--- config.mk ---
export PLATFORM = sky130hd
export DESIGN_NAME = rsa_alu
export DESIGN_NICKNAME = d
export VERILOG_FILES = /design/src/rtl/rsa_pkg.sv /design/src/rtl/rsa_alu.sv
export SDC_FILE = /design/constraint.sdc
export NUM_CORES = 1
export LEC_CHECK = 0
export BUFFER_PORTS_ARGS = -buffer_cell sky130_fd_sc_hd__buf_2
export CAP_MARGIN = 10
export CORE_MARGIN = 5
export CORE_UTILIZATION = 35
export DETAILED_ROUTE_END_ITERATION = 8
export PLACE_DENSITY_LB_ADDON = 0.3
export SLEW_MARGIN = 20
export SYNTH_ARGS = -nofsm -noshare
export SYNTH_HDL_FRONTEND = slang
export SYNTH_SLANG_ARGS = --single-unit
--- constraint.sdc ---
create_clock -name clk -period 6.2 [get_ports clk]
set_input_delay 1.86 -clock clk [delete_from_list [all_inputs] [get_ports clk]]
set_output_delay 1.86 -clock clk [all_outputs]
set_load 0.03 [all_outputs]
--- src/rtl/rsa_pkg.sv ---
// rsa_pkg: constants, opcodes and operand selectors for the rotate/subtract alu
// assumes one core clock; the instruction decoder drives one operation per cycle
package rsa_pkg;
    typedef enum logic [2:0] {
        OP_ACC_ROTATE_LEFT_CIRCULAR,
        OP_ACC_ROTATE_RIGHT_VIA_CFLAG,
        OP_BYTE_ROTATE_RIGHT_VIA_CFLAG,
        OP_WORD_ROTATE_RIGHT_CIRCULAR,
        OP_BYTE_SUBTRACT_BORROW,
        OP_WORD_SUBTRACT_BORROW
    } rsa_op_t;

    typedef enum logic [1:0] {
        SRC_EXTERNAL,
        SRC_PAIR,
        SRC_INDEX
    } rsa_src_t;

    // flag bit positions in the flag register
    localparam int FLG_S  = 7;
    localparam int FLG_Z  = 6;
    localparam int FLG_H  = 4;
    localparam int FLG_PV = 2;
    localparam int FLG_N  = 1;
    localparam int FLG_C  = 0;

    // pair field codes
    localparam logic [1:0] PAIR_FIRST  = 2'h0;
    localparam logic [1:0] PAIR_SECOND = 2'h1;
    localparam logic [1:0] PAIR_ACC    = 2'h3;

    // word register file slots
    localparam logic [2:0] SLOT_FIRST_PAIR  = 3'h0;
    localparam logic [2:0] SLOT_SECOND_PAIR = 3'h1;
    localparam logic [2:0] SLOT_ACC_PAIR    = 3'h2;
    localparam logic [2:0] SLOT_FIRST_INDEX = 3'h3;
    localparam int         NUM_SLOTS        = 5;

    // register port byte offsets
    localparam logic [7:0] OFS_ACC    = 8'h00;
    localparam logic [7:0] OFS_FLAGS  = 8'h04;
    localparam logic [7:0] OFS_SLOT0  = 8'h08;
    localparam logic [7:0] OFS_RESULT = 8'h1C;
    localparam logic [7:0] OFS_COUNT  = 8'h20;

    localparam logic [7:0]  RST_BYTE = 8'h00;
    localparam logic [15:0] RST_WORD = 16'h0000;
endpackage

--- src/rtl/rsa_alu.sv ---
// rsa_alu: rotate and subtract-with-borrow datapath with its own register state
// assumes decoder strobes op_valid one cycle per operation; register port is
// a plain strobe port with read data one cycle after the read strobe
`timescale 1ns/1ps
module rsa_alu
    import rsa_pkg::*;
#(
    parameter int ADDR_W = 8
) (
    // clock and reset
    input  wire logic              clk,
    input  wire logic              reset,
    // register port
    input  wire logic [ADDR_W-1:0] reg_addr,
    input  wire logic [15:0]       reg_wdata,
    input  wire logic              reg_wr,
    input  wire logic              reg_rd,
    output logic      [15:0]       reg_rdata_q,
    // decoder operation port
    input  wire logic              op_valid,
    input  wire rsa_op_t           op_code,
    input  wire rsa_src_t          src_mode,
    input  wire logic [1:0]        pair_sel,
    input  wire logic              index_sel,
    input  wire logic              byte_sel,
    input  wire logic [15:0]       operand_in,
    // results
    output logic      [15:0]       result_q,
    output logic                   result_valid_q,
    output logic      [7:0]        flags_q
);
    if (ADDR_W < 6) begin : g_chk
        $error("rsa_alu: ADDR_W must be at least 6");
    end

    logic [7:0]  a_q;
    logic [15:0] regs_q [NUM_SLOTS];
    logic [15:0] count_q;

    function automatic logic [2:0] pair_slot(input logic [1:0] sel);
        // rr=10 has no pair; it falls back to the word accumulator pair
        case (sel)
            PAIR_FIRST:  pair_slot = SLOT_FIRST_PAIR;
            PAIR_SECOND: pair_slot = SLOT_SECOND_PAIR;
            default:     pair_slot = SLOT_ACC_PAIR;
        endcase
    endfunction

    // operand selection
    wire  [2:0]  idx_slot   = SLOT_FIRST_INDEX + {2'h0, index_sel};
    wire  [15:0] index_word = regs_q[idx_slot];
    wire  [2:0]  pr_slot    = pair_slot(pair_sel);
    wire  [15:0] pair_word  = regs_q[pr_slot];
    wire  [15:0] src_word   = (src_mode == SRC_PAIR)  ? pair_word :
                              (src_mode == SRC_INDEX) ? index_word : operand_in;
    wire  [7:0]  src_byte   = (src_mode != SRC_INDEX) ? operand_in[7:0] :
                              (byte_sel ? index_word[7:0] : index_word[15:8]);
    wire         wb_slot_ok = (src_mode == SRC_PAIR) || (src_mode == SRC_INDEX);
    wire  [2:0]  wb_slot    = (src_mode == SRC_INDEX) ? idx_slot : pr_slot;
    wire         c_in       = flags_q[FLG_C];
    wire  [15:0] acc_word   = regs_q[SLOT_ACC_PAIR];

    wire  [8:0]  bdiff = {1'b0, a_q} - {1'b0, src_byte} - {8'h00, c_in};
    // borrow out of the low nibble
    wire  [4:0]  bhalf = {1'b0, a_q[3:0]} - {1'b0, src_byte[3:0]} - {4'h0, c_in};
    wire  [16:0] wdiff = {1'b0, acc_word} - {1'b0, src_word} - {16'h0000, c_in};
    // borrow out of the low twelve bits
    wire  [12:0] whalf = {1'b0, acc_word[11:0]} - {1'b0, src_word[11:0]}
                         - {12'h000, c_in};

    logic [7:0]  a_d;
    logic [7:0]  f_d;
    logic [15:0] res_d;
    logic        wb_en;
    logic [15:0] wb_val;

    always_comb begin
        a_d    = a_q;
        f_d    = flags_q;
        res_d  = result_q;
        wb_en  = 1'b0;
        wb_val = RST_WORD;
        case (op_code)
            OP_ACC_ROTATE_LEFT_CIRCULAR: begin
                // bit 7 into bit 0 and carry
                a_d        = {a_q[6:0], a_q[7]};
                f_d[FLG_C] = a_q[7];
                f_d[FLG_H] = 1'b0;
                f_d[FLG_N] = 1'b0;
                res_d      = {8'h00, a_d};
            end
            OP_ACC_ROTATE_RIGHT_VIA_CFLAG: begin
                // carry into bit 7, bit 0 into carry
                a_d        = {c_in, a_q[7:1]};
                f_d[FLG_C] = a_q[0];
                f_d[FLG_H] = 1'b0;
                f_d[FLG_N] = 1'b0;
                res_d      = {8'h00, a_d};
            end
            OP_BYTE_ROTATE_RIGHT_VIA_CFLAG: begin
                res_d       = {8'h00, c_in, src_byte[7:1]};
                f_d[FLG_C]  = src_byte[0];
                f_d[FLG_S]  = res_d[7];
                f_d[FLG_Z]  = (res_d[7:0] == RST_BYTE);
                f_d[FLG_PV] = ~^res_d[7:0];
                f_d[FLG_H]  = 1'b0;
                f_d[FLG_N]  = 1'b0;
            end
            OP_WORD_ROTATE_RIGHT_CIRCULAR: begin
                // bit 0 into bit 15 and carry
                res_d       = {src_word[0], src_word[15:1]};
                wb_en       = wb_slot_ok;
                wb_val      = res_d;
                f_d[FLG_C]  = src_word[0];
                f_d[FLG_S]  = res_d[15];
                f_d[FLG_Z]  = (res_d == RST_WORD);
                f_d[FLG_PV] = ~^res_d;
                f_d[FLG_H]  = 1'b0;
                f_d[FLG_N]  = 1'b0;
            end
            OP_BYTE_SUBTRACT_BORROW: begin
                a_d         = bdiff[7:0];
                res_d       = {8'h00, bdiff[7:0]};
                f_d[FLG_H]  = bhalf[4];
                f_d[FLG_PV] = (a_q[7] != src_byte[7]) && (bdiff[7] == src_byte[7]);
                f_d[FLG_S]  = bdiff[7];
                f_d[FLG_Z]  = (bdiff[7:0] == RST_BYTE);
                f_d[FLG_N]  = 1'b1;
                f_d[FLG_C]  = bdiff[8];
            end
            OP_WORD_SUBTRACT_BORROW: begin
                res_d       = wdiff[15:0];
                f_d[FLG_H]  = whalf[12];
                f_d[FLG_PV] = (acc_word[15] != src_word[15])
                              && (wdiff[15] == src_word[15]);
                f_d[FLG_S]  = wdiff[15];
                f_d[FLG_Z]  = (wdiff[15:0] == RST_WORD);
                f_d[FLG_N]  = 1'b1;
                f_d[FLG_C]  = wdiff[16];
            end
            default: begin
                res_d = result_q;
            end
        endcase
    end

    // register port decode
    wire [ADDR_W-1:0] off_acc   = ADDR_W'(OFS_ACC);
    wire [ADDR_W-1:0] off_flags = ADDR_W'(OFS_FLAGS);
    wire [ADDR_W-1:0] off_res   = ADDR_W'(OFS_RESULT);
    wire [ADDR_W-1:0] off_cnt   = ADDR_W'(OFS_COUNT);
    wire [ADDR_W-1:0] slot_rel  = reg_addr - ADDR_W'(OFS_SLOT0);
    wire              slot_hit  = (reg_addr >= ADDR_W'(OFS_SLOT0))
                                  && (reg_addr < off_res) && (reg_addr[1:0] == 2'h0);
    wire [2:0]        slot_num  = slot_rel[4:2];
    wire [15:0]       rd_mux    = (reg_addr == off_acc)   ? {8'h00, a_q} :
                                  (reg_addr == off_flags) ? {8'h00, flags_q} :
                                  slot_hit                ? regs_q[slot_num] :
                                  (reg_addr == off_res)   ? result_q :
                                  (reg_addr == off_cnt)   ? count_q : RST_WORD;
    wire              op_word_sub = op_valid && (op_code == OP_WORD_SUBTRACT_BORROW);

    // an operation in the same cycle as a port write wins over that write
    // result and flags commit together
    always_ff @(posedge clk or posedge reset) begin
        if (reset) begin
            a_q            <= RST_BYTE;
            flags_q        <= RST_BYTE;
            result_q       <= RST_WORD;
            result_valid_q <= 1'b0;
            count_q        <= RST_WORD;
        end else begin
            result_valid_q <= op_valid;
            if (op_valid) begin
                a_q      <= a_d;
                flags_q  <= f_d;
                result_q <= res_d;
                count_q  <= count_q + 16'h0001;
            end else if (reg_wr && reg_addr == off_acc) begin
                a_q <= reg_wdata[7:0];
            end else if (reg_wr && reg_addr == off_flags) begin
                flags_q <= reg_wdata[7:0];
            end
        end
    end

    // only the destination slot is written
    for (genvar i = 0; i < NUM_SLOTS; i++) begin : g_slot
        wire op_hit = (op_word_sub && (i == int'(SLOT_ACC_PAIR)))
                      || (op_valid && wb_en && (i == int'(wb_slot)));
        wire [15:0] op_val = op_word_sub ? wdiff[15:0] : wb_val;
        always_ff @(posedge clk or posedge reset) begin
            if (reset) begin
                regs_q[i] <= RST_WORD;
            end else if (op_hit) begin
                regs_q[i] <= op_val;
            end else if (reg_wr && slot_hit && (slot_num == 3'(i))) begin
                regs_q[i] <= reg_wdata;
            end
        end
    end

    always_ff @(posedge clk or posedge reset) begin
        if (reset) begin
            reg_rdata_q <= RST_WORD;
        end else begin
            reg_rdata_q <= reg_rd ? rd_mux : RST_WORD;
        end
    end

    wire is_rlc  = op_valid && (op_code == OP_ACC_ROTATE_LEFT_CIRCULAR);
    wire is_rra  = op_valid && (op_code == OP_ACC_ROTATE_RIGHT_VIA_CFLAG);
    wire is_rr   = op_valid && (op_code == OP_BYTE_ROTATE_RIGHT_VIA_CFLAG);
    wire is_word_rotate_right_circular = op_valid && (op_code == OP_WORD_ROTATE_RIGHT_CIRCULAR);
    wire is_sbc  = op_valid && (op_code == OP_BYTE_SUBTRACT_BORROW);

    acc_rlc_a: assert property (@(posedge clk) disable iff (reset)
        is_rlc |=> a_q == {$past(a_q[6:0]), $past(a_q[7])}
                   && flags_q[FLG_C] == $past(a_q[7]))
        else $error("left circular rotate wrong");
    acc_flags_a: assert property (@(posedge clk) disable iff (reset)
        (is_rlc || is_rra) |=> !flags_q[FLG_H] && !flags_q[FLG_N]
            && $stable(flags_q[FLG_S]) && $stable(flags_q[FLG_Z])
            && $stable(flags_q[FLG_PV]))
        else $error("accumulator rotate flags wrong");
    byte_ring_a: assert property (@(posedge clk) disable iff (reset)
        is_rr |=> result_q[7:0] == {$past(c_in), $past(src_byte[7:1])}
                  && flags_q[FLG_C] == $past(src_byte[0]))
        else $error("byte ring rotate wrong");
    acc_rra_a: assert property (@(posedge clk) disable iff (reset)
        is_rra |=> a_q == {$past(c_in), $past(a_q[7:1])})
        else $error("accumulator right rotate wrong");
    word_rot_a: assert property (@(posedge clk) disable iff (reset)
        is_word_rotate_right_circular |=> result_q == {$past(src_word[0]), $past(src_word[15:1])}
                    && flags_q[FLG_C] == $past(src_word[0]))
        else $error("word rotate wrong");
    rot_flags_a: assert property (@(posedge clk) disable iff (reset)
        is_word_rotate_right_circular |=> flags_q[FLG_S] == result_q[15] && flags_q[FLG_PV] == ~^result_q
            && flags_q[FLG_Z] == (result_q == RST_WORD) && !flags_q[FLG_N] && !flags_q[FLG_H])
        else $error("general rotate flags wrong");
    sbc_diff_a: assert property (@(posedge clk) disable iff (reset)
        is_sbc |=> a_q == 8'($past(a_q) - $past(src_byte) - $past({7'h00, c_in})))
        else $error("byte subtract result wrong");
    sbc_half_a: assert property (@(posedge clk) disable iff (reset)
        is_sbc |=> flags_q[FLG_N] && flags_q[FLG_H] == ({1'b0, $past(a_q[3:0])}
            < {1'b0, $past(src_byte[3:0])} + {4'h0, $past(c_in)}))
        else $error("byte half borrow wrong");
    // overflow: operands differ in sign, result takes the source sign
    sbc_ovf_a: assert property (@(posedge clk) disable iff (reset)
        is_sbc |=> flags_q[FLG_PV] == (($past(a_q[7]) != $past(src_byte[7]))
            && (a_q[7] == $past(src_byte[7]))))
        else $error("byte subtract overflow wrong");
    sbc_flags_a: assert property (@(posedge clk) disable iff (reset)
        is_sbc |=> flags_q[FLG_S] == a_q[7] && flags_q[FLG_Z] == (a_q == RST_BYTE)
            && flags_q[FLG_C] == ({1'b0, $past(a_q)}
            < {1'b0, $past(src_byte)} + {8'h00, $past(c_in)}))
        else $error("byte subtract sign, zero or carry wrong");
    word_subtract_borrow_res_a: assert property (@(posedge clk) disable iff (reset)
        op_word_sub |=> regs_q[SLOT_ACC_PAIR] == 16'($past(acc_word) - $past(src_word)
            - $past({15'h0000, c_in})) && result_q == regs_q[SLOT_ACC_PAIR] && flags_q[FLG_N])
        else $error("word subtract result wrong");
    word_subtract_borrow_half_a: assert property (@(posedge clk) disable iff (reset)
        op_word_sub |=> flags_q[FLG_H] == ({1'b0, $past(acc_word[11:0])}
            < {1'b0, $past(src_word[11:0])} + {12'h000, $past(c_in)}))
        else $error("word half borrow wrong");
    // software writes may land on a source slot, so those cycles are left out
    word_subtract_borrow_src_a: assert property (@(posedge clk) disable iff (reset)
        (op_word_sub || is_sbc) && wb_slot_ok && wb_slot != SLOT_ACC_PAIR && !reg_wr
        |=> regs_q[$past(wb_slot)] == $past(src_word))
        else $error("subtract changed its source");
    idx_byte_a: assert property (@(posedge clk) disable iff (reset)
        is_sbc && src_mode == SRC_INDEX && !index_sel |-> src_byte == (byte_sel
            ? regs_q[SLOT_FIRST_INDEX][7:0] : regs_q[SLOT_FIRST_INDEX][15:8]))
        else $error("index byte pick wrong");
    pair_pick_a: assert property (@(posedge clk) disable iff (reset)
        op_valid && src_mode == SRC_PAIR && pair_sel == PAIR_SECOND
        |-> src_word == regs_q[SLOT_SECOND_PAIR])
        else $error("pair field decode wrong");
    idx_pick_a: assert property (@(posedge clk) disable iff (reset)
        op_valid && src_mode == SRC_INDEX && index_sel
        |-> src_word == regs_q[SLOT_FIRST_INDEX + 3'h1])
        else $error("index register pick wrong");
    commit_a: assert property (@(posedge clk) disable iff (reset)
        op_valid |=> result_valid_q && result_q == $past(res_d) && flags_q == $past(f_d))
        else $error("result and flags not committed together");
    valid_pulse_a: assert property (@(posedge clk) disable iff (reset)
        !op_valid |=> !result_valid_q)
        else $error("result valid without operation");

    rlc_c: cover property (@(posedge clk) disable iff (reset) is_rlc);
    sbc_borrow_c: cover property (@(posedge clk) disable iff (reset)
        is_sbc && bdiff[8]);
    word_subtract_borrow_index_c: cover property (@(posedge clk) disable iff (reset)
        op_word_sub && src_mode == SRC_INDEX && index_sel);
    word_rotate_right_circular_pair_c: cover property (@(posedge clk) disable iff (reset)
        is_word_rotate_right_circular && src_mode == SRC_PAIR);
    sbc_ovf_c: cover property (@(posedge clk) disable iff (reset)
        is_sbc && (a_q[7] != src_byte[7]) && (bdiff[7] == src_byte[7]));
endmodule

==> impl_results.md <==
* Number of distinct library cells after synthesis at 85
* Worst EP arrival at 5.95 ns
* Post-route setup TNS at 0 ns
* Die Wd at 192 um
* Failing checks: DRC
* Post-CTS clock slew at the launch and capture registers of the worst setup and hold paths at ~0.07 ns
* Most instantiated flip-flop cell in the synthesis netlist: sky130_fd_sc_hd__dfrtp_1
* Post-synth design cell area at ~12,000 um2
* Hold Startpoint: count_q[15]
* Status: finished with violations
* Number of resized instances in the post-cts repair step at 0
* Crit share post-route at 0.910
* Final Max Tran Viols at 0
* Routed Wire Length at approximately 42,000 um
* Standard-cell rows at 66
* Buffer depth of the longest clock path at 2
* Register area share after synthesis at 0.314
* WL met1 at approximately 19,000 um
* Unrepaired setup endpoints after global routing: false
* Worst-case register-to-register setup slack at around 1.8 ns
* Critical Path Sink Type: flip-flop
* Mapped Cells at between 1,000 and 1,500
* CP max stage cell: sky130_fd_sc_hd__a2111oi_0
* Number of input and output port buffers inserted at between 90 and 100
* Die area at between 30,000 and 40,000 um2
* Share of final-layout standard cells stronger than drive strength 1 at 0.171
* Hold violation count in the final report at 0
* Maximum clock rate at around 0.18 GHz
* Top layer reached by signal wires: met5
* Height of the die at approximately 190 um
* Total number of vias at 10,707
* Yosys reg bits at 145
* Cell Pwr Density at approximately 300 nW/um2
* Fraction of registers with async set/reset at 1.00
* CTS Sinks at ~150
* Layout fillers at approximately 3,400
* Shortest clock period the worst path allows after layout at around 5.6 ns
* CTS tree: built
* Detailed-routed wire length on met3 at approximately 3300 um
* Hold crit path type: flip-flop to flip-flop
* DRT antenna net count at 0
* Worst Path Required at 6.51 ns
* Placeable core region at roughly 33,000 um2
* Peak fanout along the critical path at 5
* GRT Overall Usage at 0.230
* Top-area cell type share of the netlist area at 0.314
* Signed area change from the synthesized netlist to the final layout at 13.4%
* DP Wirelength at 32,900 um
* Total I/O pin count at 95
* Number of enable-type register cells in the synthesized netlist at 0
* Max_slew headroom at 0.274
* Initial antenna violation count at 3
* Initial core utilization at 0.355
* Largest stage delay, worst path at 0.57 ns
* GPL Wtd Cong at 0.928
* Setup Buffers After CTS at 0
* Detailed-route wire length per cell at approximately 23 um
* Routed length on met2 at 19,000 um
* Post-synthesis area per instance at 8.48 um2
* CP Launch Type: input pin
* Most used cell, CP: sky130_fd_sc_hd__mux2i_1
* H-tree depth at 4
* Sequence of cells on the critical path: buf_2, mux2i_1, mux2i_1, mux2i_1, fa_1, ha_1, or2_2, fa_1, nand2b_1, a2111oi_0, nor2_1, xor2_1, a22oi_1, nor4b_1, o31ai_1
* Reported leakage power at between 6 and 7 nW
* Largest net degree at the start of global routing at 105
* Startpoint of the lowest-slack register-to-register path: regs_q[0]
* Cell depth of the worst flop-to-flop path at 14
* Number of warning messages in the yosys log at 0
* Clock Skew at between 0.015 and 0.02 ns
* Clock buffer count from CTS at 17
* Critical path start-end classification: input pin to flip-flop
* Max cap viols at 0
* Latest clock arrival within the worst-skew pair at between 0.4 and 0.5 ns
* DRC viols at 3
* Transition time at the pin with the least slew margin at 1.08 ns
* Vias in the first global route at a little over 10,000
* Layout Nets at 1,554
* Vias/cell at 5.67
* Hold-fix buffer count after cts at 0
* Net count after synthesis at around 1,500
* Endpoint of the worst register-to-register path: result_q[6]
* Cell types occupying the most area after synthesis: sky130_fd_sc_hd__dfrtp_1 (31%), sky130_fd_sc_hd__mux2i_1 (9.9%), sky130_fd_sc_hd__ha_1 (6.9%), sky130_fd_sc_hd__mux2_2 (5.2%), sky130_fd_sc_hd__nand2_1 (5.1%)
* Remaining global-route overflow at 0
* Largest area contributor in the netlist: sky130_fd_sc_hd__dfrtp_1
* Final worst-path setup slack at 0.559 ns
* Global-route wire length before repair at ~64,000 um
* Number of DRC markers after the initial detailed-route iteration at approximately 1,200
* Endpoint, Worst Hold: count_q[15]
* Number of failing setup endpoints in the final timing report at 0
* Placement Setup Slack at ~0.21 ns
* Peak supply drop at about 170 uV
* First drt pass iteration count at 9
* Number of cells on the worst hold path at 1
* Clock Root Buffer: sky130_fd_sc_hd__clkbuf_16
## worst max path at each step
| stage | from | endpoint | slack, ns | depth (start not counted) |
|---|---|---|---|---|
| detailed placement | index_sel | result_q[6] | 0.21 | 15 |
| global placement | index_sel | result_q[6] | 0.28 | 15 |
| global route | index_sel | result_q[6] | 0.38 | 15 |
| finish | index_sel | result_q[6] | 0.56 | 15 |
| floorplan | src_mode[0] | a_q[6] | 0.41 | 16 |
| CTS | index_sel | result_q[6] | 0.65 | 15 |
## state kept, by name, summed over array words and instances (netlist names)
register,cells
result_valid_q,1
acc_word,16
regs_q,64
reg_rdata_q,16
flags_q,8
count_q,16
result_q,16
a_q,8
## logic make-up after synthesis
logic type,after synthesis,synth area share
compound gates,353,0.191
xor+xnor,46,0.0349
fa+ha+maj,68,0.0763
buf+inv,181,0.0672
flops,145,0.314
mux,171,0.156
simple gates,398,0.161
## critical path, delay by kind of cell
family	cells	cell delay [ns]
AO/OA/AOI/OAI	3	0.91
XOR/XNOR	1	0.18
adder cells (fa/ha/maj)	3	1.11
buffers and inverters	1	0.18
multiplexers	3	0.80
AND/OR/NAND/NOR	4	0.90
## layout make-up
cell class | instances | area [um2] | share of cell area
antenna | 1 | 2.50 | 0.000191
clock buffer | 19 | 433 | 0.0330
clock inverter | 13 | 161 | 0.0123
inverter | 99 | 377 | 0.0287
multi-input combinational | 1036 | 7160 | 0.546
sequential | 145 | 3630 | 0.277
tap | 442 | 553 | 0.0422
timing repair buffer | 133 | 788 | 0.0602
## layout by cell type (no fill, tap or decap), drive strengths merged, types with 30 or more instances in the layout
cell type,synthesis,routed
a21oi,90,90
buf,36,133
dfrtp,145,145
ha,64,64
inv,98,99
mux2,57,57
mux2i,114,114
nand2,157,157
nor2,126,126
o21ai,119,119
xnor2,30,30
## Yosys cell counts (16+ instances only)
cell type                    n
sky130_fd_sc_hd__mux2i_1   114
sky130_fd_sc_hd__inv_1      98
sky130_fd_sc_hd__buf_2      16
sky130_fd_sc_hd__dfrtp_1   145
sky130_fd_sc_hd__a21oi_1    89
sky130_fd_sc_hd__nand3_1    16
sky130_fd_sc_hd__o21ai_0   112
sky130_fd_sc_hd__mux2_2     53
sky130_fd_sc_hd__nand2_1   156
sky130_fd_sc_hd__xnor2_1    30
sky130_fd_sc_hd__xor2_1     16
sky130_fd_sc_hd__clkbuf_1   45
sky130_fd_sc_hd__nor2_1    122
sky130_fd_sc_hd__a211oi_1   21
sky130_fd_sc_hd__ha_1       64
## layer usage
layer / GRT usage / vias up
li1: - / 4999
met1: 0.322 / 5143
met2: 0.358 / 473
met3: 0.0380 / 90
met4: 0.0818 / 2
met5: 0 / -
## report_power, final
| part | internal, W | total, W | switching [W] | leakage [nW] |
|---|---|---|---|---|
| logic | 0.000652 | 0.00166 | 0.00101 | 3.86 |
| clock network | 0.000633 | 0.00107 | 0.000440 | 0.279 |
| registers | 0.00109 | 0.00128 | 0.000188 | 1.91 |
## per-stage QoR
stage | total power [W] | hold WS [ns] | cell area (um2) | std cells | utilization
2_1_floorplan | 0.00237 | 0.445 | 11600 | 1362 | -
3_3_place_gp | 0.00290 | 0.476 | 12500 | 1855 | 0.384
3_5_place_dp | 0.00292 | 0.475 | 12500 | 1855 | 0.384
4_1_cts | 0.00399 | 0.486 | 13100 | 1887 | 0.403
5_1_grt | 0.00424 | 0.503 | 13100 | 1887 | 0.403
6_report | 0.00401 | 0.497 | 13100 | 1888 | 0.403
Note: power is estimated with default switching activity, not from simulation.
